<file path="config.mk">
export PLATFORM = sky130hd
export DESIGN_NAME = sqq_handler
export DESIGN_NICKNAME = d
export VERILOG_FILES = /design/src/common/sqq_pkg.sv /design/src/sqq_handler.sv
export VERILOG_INCLUDE_DIRS = /design/src /design/src/common
export SDC_FILE = /design/constraint.sdc
export NUM_CORES = 2
export LEC_CHECK = 0
export BUFFER_PORTS_ARGS = -buffer_cell sky130_fd_sc_hd__buf_2
export CELL_PAD_IN_SITES_DETAIL_PLACEMENT = 0
export CELL_PAD_IN_SITES_GLOBAL_PLACEMENT = 1
export CORE_UTILIZATION = 30
export DETAILED_ROUTE_END_ITERATION = 7
export PLACE_DENSITY_LB_ADDON = 0.1
export REMOVE_ABC_BUFFERS = 1
export SLEW_MARGIN = 20
export SYNTH_ARGS = -nofsm -noshare
export SYNTH_HDL_FRONTEND = slang
export SYNTH_SLANG_ARGS = --single-unit
export TNS_END_PERCENT = 30
</file>
<file path="constraint.sdc">
create_clock -name clk -period 3.9 [get_ports clk]
set_input_delay 0.39 -clock clk [delete_from_list [all_inputs] [get_ports clk]]
set_output_delay 0.39 -clock clk [all_outputs]
set_load 0.03 [all_outputs]
</file>
<file path="src/common/sqq_cfg.svh">
// Purpose: constants for the switch query and quiesce message handler
// Assumes: messages arrive byte-wide, first byte first, one frame at a time
// Notes: none
`ifndef SQQ_CFG_SVH
`define SQQ_CFG_SVH
`define SQQ_CODE_QSW 8'h0c
`define SQQ_CODE_QSW_REPLY 8'h0d
`define SQQ_CODE_QUIESCE 8'h06
`define SQQ_CODE_RESPONSE 8'h01
`define SQQ_RC_OK 8'h00
`define SQQ_RC_NO_ENTRY 8'h01
`define SQQ_RCTE_BIT 7
`define SQQ_QSW_LEN 5'd8
`define SQQ_QSW_REPLY_LEN 5'd20
`define SQQ_QUI_LEN 5'd16
`define SQQ_RESP_LEN 5'd8
`define SQQ_MASK_LAST 5'd19
`define SQQ_MASK_RSVD 8'hfc
`define SQQ_TBL_DEPTH 8
`define SQQ_NPORTS 126
`endif

</file>
<file path="src/common/sqq_pkg.sv">
// Purpose: types shared by the switch query and quiesce handler and its bench
// Assumes: byte-wide message stream, eight-entry initiator table
// Notes: table entry keeps its identity while reserved so a later quiesce still finds it
package sqq_pkg;
    typedef enum logic [2:0] {
        SQQ_IDLE = 3'b000,
        SQQ_RECV = 3'b001,
        SQQ_ABORT = 3'b010,
        SQQ_TABLE = 3'b011,
        SQQ_NOTIFY = 3'b100,
        SQQ_SEND = 3'b101,
        SQQ_DROP = 3'b110
    } sqq_state_t;
    typedef struct packed {
        logic valid;
        logic [7:0] data;
        logic last;
    } sqq_byte_t;
    typedef struct packed {
        logic valid;
        logic keep;
        logic [63:0] identity;
        logic [31:0] path;
    } sqq_entry_t;
endpackage

</file>
<file path="src/sqq_handler.sv">
// Purpose: answers switch queries and carries out quiesce requests
// Assumes: rx bytes are synchronous; tx sink always accepts a byte
// Notes: table writes from registration logic are outside this block
`include "sqq_cfg.svh"
`timescale 1ns/1ps
`default_nettype none
module sqq_handler
    import sqq_pkg::*;
(
    input wire logic clk,
    input wire logic reset,
    input wire sqq_byte_t rx,
    input wire logic [6:0] rx_port,
    input wire logic [125:0] port_oper,
    input wire logic tbl_load,
    input wire logic [2:0] tbl_load_idx,
    input wire sqq_entry_t tbl_load_entry,
    output sqq_byte_t tx,
    output logic [6:0] tx_port,
    output logic [7:0] abort_path_valid,
    output logic [31:0] abort_path,
    output logic abort_strobe,
    output logic ulp_event,
    output logic [63:0] ulp_identity,
    output logic [7:0] tbl_valid,
    output logic [7:0] tbl_keep
);
    sqq_state_t state_r;
    logic [4:0] cnt_r;
    logic [7:0] code_r;
    logic [7:0] flags_r;
    logic [15:0] tag_r;
    logic [31:0] rpath_r;
    logic [63:0] ident_r;
    logic [6:0] port_r;
    logic [2:0] scan_r;
    logic found_r;
    logic kept_r;
    logic [7:0] hit_r;
    sqq_entry_t tbl_r [`SQQ_TBL_DEPTH];
    logic [4:0] out_len;
    logic [7:0] out_byte;
    logic [7:0] mask_byte;
    logic [127:0] mask_vec;
    logic is_qsw;

    assign is_qsw = (code_r == `SQQ_CODE_QSW);
    // port 1 lands in vector msb so byte slicing walks ports upward
    always_comb begin
        mask_vec = '0;
        for (int i = 0; i < `SQQ_NPORTS; i++) begin
            mask_vec[127 - i] = port_oper[i];
        end
        mask_byte = mask_vec[8'(127 - 8 * (cnt_r - 5'd4)) -: 8];
        if (cnt_r == `SQQ_MASK_LAST) begin
            mask_byte = mask_byte & `SQQ_MASK_RSVD;
        end
    end

    always_comb begin
        out_len = is_qsw ? `SQQ_QSW_REPLY_LEN : `SQQ_RESP_LEN;
        out_byte = 8'h00;
        unique case (cnt_r)
            5'd0: out_byte = is_qsw ? `SQQ_CODE_QSW_REPLY : `SQQ_CODE_RESPONSE;
            5'd1: out_byte = is_qsw ? {1'b0, port_r} : 8'h00;
            5'd2: out_byte = tag_r[15:8];
            5'd3: out_byte = tag_r[7:0];
            default: begin
                if (is_qsw) begin
                    out_byte = mask_byte;
                end else if (cnt_r < 5'd7) begin
                    out_byte = rpath_r[8'(31 - 8 * (cnt_r - 5'd4)) -: 8];
                end else begin
                    out_byte = found_r ? `SQQ_RC_OK : `SQQ_RC_NO_ENTRY;
                end
            end
        endcase
    end

    // message capture and sequencing
    always_ff @(posedge clk) begin
        if (reset) begin
            state_r <= SQQ_IDLE;
            cnt_r <= 5'd0;
            code_r <= 8'h00;
            flags_r <= 8'h00;
            tag_r <= 16'h0000;
            rpath_r <= 32'h0000_0000;
            ident_r <= 64'h0;
            port_r <= 7'h00;
            scan_r <= 3'd0;
        end else begin
            unique case (state_r)
                SQQ_IDLE: if (rx.valid) begin
                    code_r <= rx.data;
                    port_r <= rx_port;
                    cnt_r <= 5'd1;
                    if (rx.data == `SQQ_CODE_QSW || rx.data == `SQQ_CODE_QUIESCE) begin
                        state_r <= rx.last ? SQQ_IDLE : SQQ_RECV;
                    end else begin
                        state_r <= rx.last ? SQQ_IDLE : SQQ_DROP;
                    end
                end
                SQQ_RECV: if (rx.valid) begin
                    cnt_r <= cnt_r + 5'd1;
                    if (cnt_r == 5'd1) flags_r <= rx.data;
                    if (cnt_r == 5'd2 || cnt_r == 5'd3) tag_r <= {tag_r[7:0], rx.data};
                    if (cnt_r >= 5'd4 && cnt_r < 5'd8) rpath_r <= {rpath_r[23:0], rx.data};
                    if (cnt_r >= 5'd8) ident_r <= {ident_r[55:0], rx.data};
                    if (rx.last) begin
                        cnt_r <= 5'd0;
                        scan_r <= 3'd0;
                        if (is_qsw && cnt_r == `SQQ_QSW_LEN - 5'd1) begin
                            state_r <= SQQ_SEND;
                        end else if (!is_qsw && cnt_r == `SQQ_QUI_LEN - 5'd1) begin
                            state_r <= SQQ_ABORT;
                        end else begin
                            state_r <= SQQ_IDLE;
                        end
                    end
                end
                SQQ_ABORT: begin
                    scan_r <= scan_r + 3'd1;
                    if (scan_r == 3'(`SQQ_TBL_DEPTH - 1)) state_r <= SQQ_TABLE;
                end
                SQQ_TABLE: state_r <= SQQ_NOTIFY;
                SQQ_NOTIFY: state_r <= SQQ_SEND;
                SQQ_SEND: begin
                    cnt_r <= cnt_r + 5'd1;
                    if (cnt_r == out_len - 5'd1) begin
                        cnt_r <= 5'd0;
                        state_r <= SQQ_IDLE;
                    end
                end
                SQQ_DROP: if (rx.valid && rx.last) state_r <= SQQ_IDLE;
                default: state_r <= SQQ_IDLE;
            endcase
        end
    end

    // table lookup and abort of every valid matching return path
    always_ff @(posedge clk) begin
        if (reset) begin
            abort_strobe <= 1'b0;
            abort_path <= 32'h0000_0000;
            abort_path_valid <= 8'h00;
            found_r <= 1'b0;
            hit_r <= 8'h00;
        end else begin
            abort_strobe <= 1'b0;
            abort_path_valid <= 8'h00;
            if (state_r == SQQ_RECV && rx.valid && rx.last) begin
                found_r <= 1'b0;
                hit_r <= 8'h00;
            end
            // reserved entries count as hits so a flagged quiesce frees them too
            if (state_r == SQQ_ABORT && (tbl_r[scan_r].valid || tbl_r[scan_r].keep) &&
                tbl_r[scan_r].identity == ident_r) begin
                found_r <= 1'b1;
                hit_r[scan_r] <= 1'b1;
                if (tbl_r[scan_r].valid) begin
                    abort_strobe <= 1'b1;
                    abort_path <= tbl_r[scan_r].path;
                    abort_path_valid[scan_r] <= 1'b1;
                end
            end
        end
    end

    // table entry update after all aborts issued
    always_ff @(posedge clk) begin
        if (reset) begin
            for (int i = 0; i < `SQQ_TBL_DEPTH; i++) tbl_r[i] <= '0;
            kept_r <= 1'b0;
        end else if (state_r == SQQ_TABLE) begin
            kept_r <= 1'b0;
            for (int i = 0; i < `SQQ_TBL_DEPTH; i++) begin
                if (hit_r[i]) begin
                    tbl_r[i].valid <= 1'b0;
                    // the first hit stays reserved unless the RCTE flag is set, so re-registration has a slot
                    tbl_r[i].keep <= !flags_r[`SQQ_RCTE_BIT] && hit_r[i] &&
                        ((8'(hit_r << (8 - i)) == 8'h00) || i == 0);
                end
            end
        end else if (tbl_load) begin
            tbl_r[tbl_load_idx] <= tbl_load_entry;
        end
    end

    always_ff @(posedge clk) begin
        if (reset) begin
            ulp_event <= 1'b0;
            ulp_identity <= 64'h0;
        end else begin
            ulp_event <= (state_r == SQQ_NOTIFY);
            if (state_r == SQQ_NOTIFY) ulp_identity <= ident_r;
        end
    end

    always_ff @(posedge clk) begin
        if (reset) begin
            tx <= '0;
            tx_port <= 7'h00;
        end else begin
            tx.valid <= (state_r == SQQ_SEND);
            tx.data <= (state_r == SQQ_SEND) ? out_byte : 8'h00;
            tx.last <= (state_r == SQQ_SEND) && (cnt_r == out_len - 5'd1);
            tx_port <= port_r;
        end
    end

    always_ff @(posedge clk) begin
        if (reset) begin
            tbl_valid <= 8'h00;
            tbl_keep <= 8'h00;
        end else begin
            for (int i = 0; i < `SQQ_TBL_DEPTH; i++) begin
                tbl_valid[i] <= tbl_r[i].valid;
                tbl_keep[i] <= tbl_r[i].keep;
            end
        end
    end
endmodule
`default_nettype wire

</file>
======== Word level (Yosys, flattened, before mapping) ========
Memory sizes are Yosys's and may differ from the RTL's. A register that Yosys moved wholly into a read port is not among the register bits.
Index checks and enable logic that the tools add are counted.
cells by class
  add/sub/neg operators ................... 6
  $mul .................................... 0
  div/mod/pow operators ................... 0
  order comparisons ....................... 6
  eq/ne operators ......................... 24
  shift-type cells ........................ 2
  mux-type cells .......................... 95
  bitwise gates (word level) .............. 20
  reductions and logical operators ........ 55
operators by type and width
  kind                 count
  $shiftx 135x9->8     1
  $mux 98              1
  $reduce_or 98->1     1
  $eq 64x64->1         1
  $mux 1               60
  $logic_not 8->1      7
  $mux 3               15
  $mux 8               5
  $shiftx 39x9->8      1
  $pmux 8 s4           1
  $logic_and 1x1->1    25
  $mux 5               5
  $pmux 3 s7           1
  $reduce_and 3->1     6
  $eq 8x4->1 const B   2
  $or 1x1->1           16
  $pmux 5 s3           1
  $eq 3x3->1 const B   4
  $eq 5x2->1 const B   2
  $ne 2x2->1 const B   5
  $eq 8x3->1 const B   1
  $or 8x8->8           1
  $sub 6x8->8 const A  1
  $sub 7x8->8 const A  1
  other kinds (34)     44
word-level totals
  bits in registers ....................... 278
  latch bits .............................. 0
  bits in writable memories ............... 784
  memory bits (read-only) ................. 0
  input port bits ......................... 247
  output and inout bits ................... 139
  word-level logic and storage cells ...... 229
  memories kept ........................... 1
memory list
  memory  words  bits a word  rd ports  clocked after memory_dff  write ports  RTL line           text
  tbl_r   8      98           9         9                         8            sqq_handler.sv:40  sqq_entry_t tbl_r [`SQQ_TBL_DEPTH];

======== Logic depth before layout (Yosys ltp) ========
  depth in word-level cells ............... 8
  mapped depth ............................ 15
  depth with buffers taken out ............ 9

======== Least setup slack after synthesis ========
OpenSTA, ideal clock, no wires.
  path type ............................... register -> register
  from .................................... reg state_r[2]
  to ...................................... mem tbl_r[0][96] in the netlist's numbering (enable)
  library setup time ...................... 0.300 ns
  arrival time ............................ 3.330 ns
  data required time ...................... 3.600 ns
  path slack .............................. 0.270 ns
  stages on the path, launching flop included .. 7
  buffers on the path ..................... 1
  period minus slack after synthesis ...... 3.630 ns
  path through ............................ dfxtp_1 > clkbuf_1 > nor2_1 > or4b_2 > nor3_1 > or2_2 > a21o_1
RTL lines
  what                      RTL line            text
  start: declaration        sqq_handler.sv:28   sqq_state_t state_r;
  start signal: assignment  sqq_handler.sv:99   state_r <= rx.last ? SQQ_IDLE : SQQ_RECV;
  start signal: assignment  sqq_handler.sv:101  state_r <= rx.last ? SQQ_IDLE : SQQ_DROP;
  end: declaration          sqq_handler.sv:40

==> results.json <==
{
  "power_frac_comb_pct": 14.7,
  "pin_count_of_the_biggest_net_entering_global_routing": 100,
  "drtAntennaViolNets": 0,
  "final_min_period_over_clock_period_pct": 96.0,
  "mappedNetlistArea_um2": 48000,
  "dp.final_hpwl_um": 102000,
  "synth_simple_gate_area_share_pct": 17.0,
  "worst_r2r_path_depth": 12,
  "die_area_um2": 161000,
  "ys_seq_area_share_pct": 61.2,
  "fp-row-count": 146,
  "path_clk_slew_ns": 0.06,
  "initial_antenna_violation_count": 23,
  "global_route_congestion_overflow_total": 0,
  "cts_made_buffers": 130,
  "cts_tree": "built",
  "p_clk_share_pct": 41.4,
  "setup-tns-final_ns": 0,
  "layout-drive-gt1-share_pct": 23.4,
  "outcome": "complete, no violations",
  "startpoint_type": "register",
  "drt_drc_violations_left": 0,
  "effective_utilization_at_floorplan_pct": 30.2,
  "grt_pass1_wl_um": 241000,
  "worstReg2RegEnd": "abort_path[31]",
  "numClockSinks": 1074,
  "critical_path.cell_chain": "buf_16, buf_12, mux4_2, nor2b_1, or3_1, nand4_1, nor4_2, buf_4, and2_1, nand4_4, buf_12, a221oi_1",
  "path_class": "register to register",
  "synth.largest_area_cell": "sky130_fd_sc_hd__edfxtp_1",
  "synth_enable_flop_cells": 784,
  "synth_cells": 3710,
  "worst_path_arrival_ns": 4.39,
  "timing.critical_path.fanout_max": 41,
  "post_synth_num_cell_types": 70,
  "synth_xor_area_share_pct": 0.639,
  "num_io_pins": 386,
  "route.vias.total": 30969,
  "routed_wl_per_cell_um": 26.5,
  "worst_path_most_repeated_cell": "sky130_fd_sc_hd__buf_12",
  "detail_route.iter0.violations": 2135,
  "root_buffer": "sky130_fd_sc_hd__clkbuf_16",
  "syn_to_final_growth_pct": 21.5,
  "area_fraction_of_the_dominant_cell_type_after_synthesis_pct": 49.1,
  "worst-endpoint-required_ns": 4.55,
  "chipHeight_um": 402,
  "layout.nets": 4453,
  "switching_share_pct": 26.7,
  "yosys.area_share.adder_pct": 0.339,
  "filler_cell_count": 15319,
  "vias_per_cell": 4.85,
  "hold_path.class": "input pin to register",
  "die_width_um": 402,
  "report.final.slew_viol_count": 0,
  "synthTopCellsByArea": "sky130_fd_sc_hd__edfxtp_1, sky130_fd_sc_hd__dfxtp_1, sky130_fd_sc_hd__and2_1",
  "via_count_of_the_first_global_routing_pass": 31660,
  "globalRouteTotalUtil_pct": 20.7,
  "combinational_family_with_the_most_area_after_synthesis": "simple AND/OR/NAND/NOR gates",
  "max-cap-violations": 0,
  "placement.cell_area_um2": 52900,
  "sequentialPowerShare_pct": 44.0,
  "synthesized_area_fraction_occupied_by_ao_oa_aoi_and_oai_cells_pct": 5.73,
  "postSynth.topFlopCell": "sky130_fd_sc_hd__edfxtp_1",
  "yosys_register_bits": 1074,
  "worst_ir_drop_vdd_v": 0.000419,
  "timing.critical_path.to_type": "register",
  "fin_worst_skew_ns": 0.0317,
  "final.min_clock_period_ns": 3.74,
  "core_um2": 159000,
  "synth.avg_cell_area_um2": 12.9,
  "hold_viol": 0,
  "worst-r2r-setup-slack_ns": 0.16,
  "slowest_stage_cell_crit_path": "sky130_fd_sc_hd__dfxtp_4",
  "leakage_nw": 20.9,
  "buffer_ports.inserted": 385,
  "post_synth_mux_area_share_pct": 12.3,
  "clockBufferDepth": 3,
  "worst_pin_slew_ns": 1.04,
  "timing.critical_path.slowest_cell_delay_ns": 0.52,
  "end_of_the_critical_path": "abort_path[31]",
  "detailedRoute.firstPassIterationCount": 5,
  "netSwitchingPower_mw": 7.83,
  "routabilityCongestion": 0.749,
  "drt_wl_total_um": 169000,
  "synth-async-reset-ratio_pct": 0,
  "intPower_mw": 21.5,
  "yosysWarnings": 0,
  "clock.fmax_mhz": 267,
  "stdcell_area_um2": 58300,
  "power-per-cell-area_nw_per_um2": 504,
  "clock_tree.htree_level_count": 4,
  "setup_viol_count_final": 0,
  "timing.slew.headroom_pct": 31.0,
  "insertion_delay_ns": 0.76
}
[cells by family after synthesis]
group,Yosys count
compound gates,416
buf+inv,302
fa+ha+maj,13
mux,359
flops,1074
simple gates,1511
xor+xnor,35
[how the worst min path moves through the flow]
| stage | slack, ns | end | start | cells after the start |
|---|---|---|---|---|
| detailed placement | 0.44 | ulp_identity[56] | ulp_identity[56] | 2 |
| global placement | 0.44 | code_r[1] | code_r[1] | 2 |
| global route | 0.02 | tbl_r[1][8] | tbl_load_entry[8] | 2 |
| CTS | 0.002 | tbl_r[1][29] | tbl_load_entry[29] | 2 |
| floorplan | 0.42 | code_r[7] | code_r[7] | 2 |
| finish | 0.04 | tbl_r[7][61] | tbl_load_entry[61] | 2 |
[state kept, by name (all words and copies together) (netlist names), named ones only]
| signal | flops |
|---|---|
| code_r | 8 |
| ulp_identity | 64 |
| hit_r | 8 |
| abort_path | 32 |
| ulp_event | 1 |
| abort_strobe | 1 |
| flags_r | 1 |
| scan_r | 3 |
| tx_port | 7 |
| state_r | 3 |
| rpath_r | 32 |
| tbl_r | 784 |
| abort_path_valid | 8 |
| tx | 10 |
| found_r | 1 |
| cnt_r | 5 |
| tag_r | 16 |
| ident_r | 64 |
| port_r | 7 |
| tbl_keep | 8 |
| tbl_valid | 8 |
[worst max-delay path, delay by kind of cell (launching register included)]
kind                   cells  cell delay [ns]
buffers and inverters      4             0.93
DFF                        1             0.52
AOI/OAI and AO/OA          1             0.34
muxes                      1             0.51
and+or+nand+nor            6             1.17
[Yosys cell counts, drive strengths merged, types with 4 or more instances]
cell type / instances
nor3: 30
clkbuf: 184
mux4: 176
nor4: 12
edfxtp: 784
a311oi: 4
nand2: 428
a32o: 6
and2: 787
nand4: 11
a22oi: 26
a21oi: 218
a31oi: 4
buf: 74
inv: 44
nor2b: 36
nand3: 50
a221o: 5
mux2: 56
xor2: 15
a21o: 9
o31ai: 8
and3: 10
xnor2: 20
a211oi: 6
ha: 13
nand2b: 16
nor2: 86
or2: 13
mux2i: 127
a221oi: 44
o21ai: 36
dfxtp: 290
or3: 14
o22ai: 29
[cell usage in the layout, fill, tap and decap left out, types with 13 or more instances in the layout]
| cell type | count |
|---|---|
| sky130_fd_sc_hd__nor2_1 | 79 |
| sky130_fd_sc_hd__clkbuf_16 | 138 |
| sky130_fd_sc_hd__clkbuf_1 | 36 |
| sky130_fd_sc_hd__edfxtp_1 | 784 |
| sky130_fd_sc_hd__diode_2 | 13 |
| sky130_fd_sc_hd__or3_1 | 14 |
| sky130_fd_sc_hd__o22ai_1 | 29 |
| sky130_fd_sc_hd__buf_12 | 46 |
| sky130_fd_sc_hd__mux2_2 | 56 |
| sky130_fd_sc_hd__inv_1 | 44 |
| sky130_fd_sc_hd__nor2b_1 | 36 |
| sky130_fd_sc_hd__xnor2_1 | 20 |
| sky130_fd_sc_hd__a221oi_2 | 31 |
| sky130_fd_sc_hd__nand3_1 | 50 |
| sky130_fd_sc_hd__xor2_1 | 15 |
| sky130_fd_sc_hd__buf_2 | 384 |
| sky130_fd_sc_hd__clkbuf_8 | 17 |
| sky130_fd_sc_hd__ha_1 | 13 |
| sky130_fd_sc_hd__o21ai_0 | 35 |
| sky130_fd_sc_hd__a221oi_1 | 13 |
| sky130_fd_sc_hd__clkinv_1 | 15 |
| sky130_fd_sc_hd__nor3_1 | 27 |
| sky130_fd_sc_hd__nand2_1 | 426 |
| sky130_fd_sc_hd__a22oi_1 | 26 |
| sky130_fd_sc_hd__a21oi_1 | 218 |
| sky130_fd_sc_hd__nand2b_1 | 16 |
| sky130_fd_sc_hd__dlygate4sd3_1 | 100 |
| sky130_fd_sc_hd__and2_1 | 784 |
| sky130_fd_sc_hd__mux4_2 | 172 |
| sky130_fd_sc_hd__mux2i_1 | 125 |
| sky130_fd_sc_hd__buf_4 | 75 |
| sky130_fd_sc_hd__dfxtp_1 | 285 |
| sky130_fd_sc_hd__clkinv_2 | 19 |
[power by group through the flow]
stage	registers, mW	clock network [mW]	logic, mW
global route	13.0	12.9	4.65
CTS	12.9	12.5	4.43
detailed placement	13.2	0	4.31
floorplan	13.4	0	2.29
finish	12.9	12.1	4.30
global placement	13.2	0	4.31
[metal layers]
metal | GRT usage [%] | part of all wire, % | up-vias
li1 | - | - | 14372
met1 | 27.4 | 44 | 15589
met2 | 35.2 | 49 | 806
met3 | 3.41 | 4.5 | 188
met4 | 5.18 | 2.0 | 14
met5 | 0 | 0.049 | -
[through the flow]
step | util [%] | std cells | power (mW) | setup slack [ns] | hold slack (ns)
finish | 36.8 | 6387 | 29.4 | 0.158 | 0.0429
floorplan | - | 3452 | 15.7 | -8.14 | 0.425
detailed placement | 33.4 | 6032 | 17.5 | -0.113 | 0.445
CTS | 36.7 | 6373 | 29.8 | 0.0252 | 0.00235
global placement | 33.4 | 6032 | 17.5 | -0.140 | 0.439
global route | 36.7 | 6382 | 30.5 | -0.00869 | 0.0211
[layout make-up]
type                            instances  area [µm²]  area share [%]
Tap cell                             2072        2590            4.45
Sequential cell                      1074       29400            50.4
Clock buffer                          190        3800            6.52
Inverter                               44         165           0.283
Multi-Input combinational cell       2334       17400            29.8
Timing Repair Buffer                  609        4490            7.70
Antenna cell                           13        32.5          0.0558
Clock inverter                         51         457           0.784
[timing repair]
action / CTS / global route
pin swaps: 0 / 0
resized for setup: 1 / 7
cloned: 0 / 1
setup endpoints to repair: 43 / 37
endpoints found under the hold margin: 676 / 0
hold buffers: 100 / 0
setup buffers: 0 / 0
(Power assumes the default switching activity.)
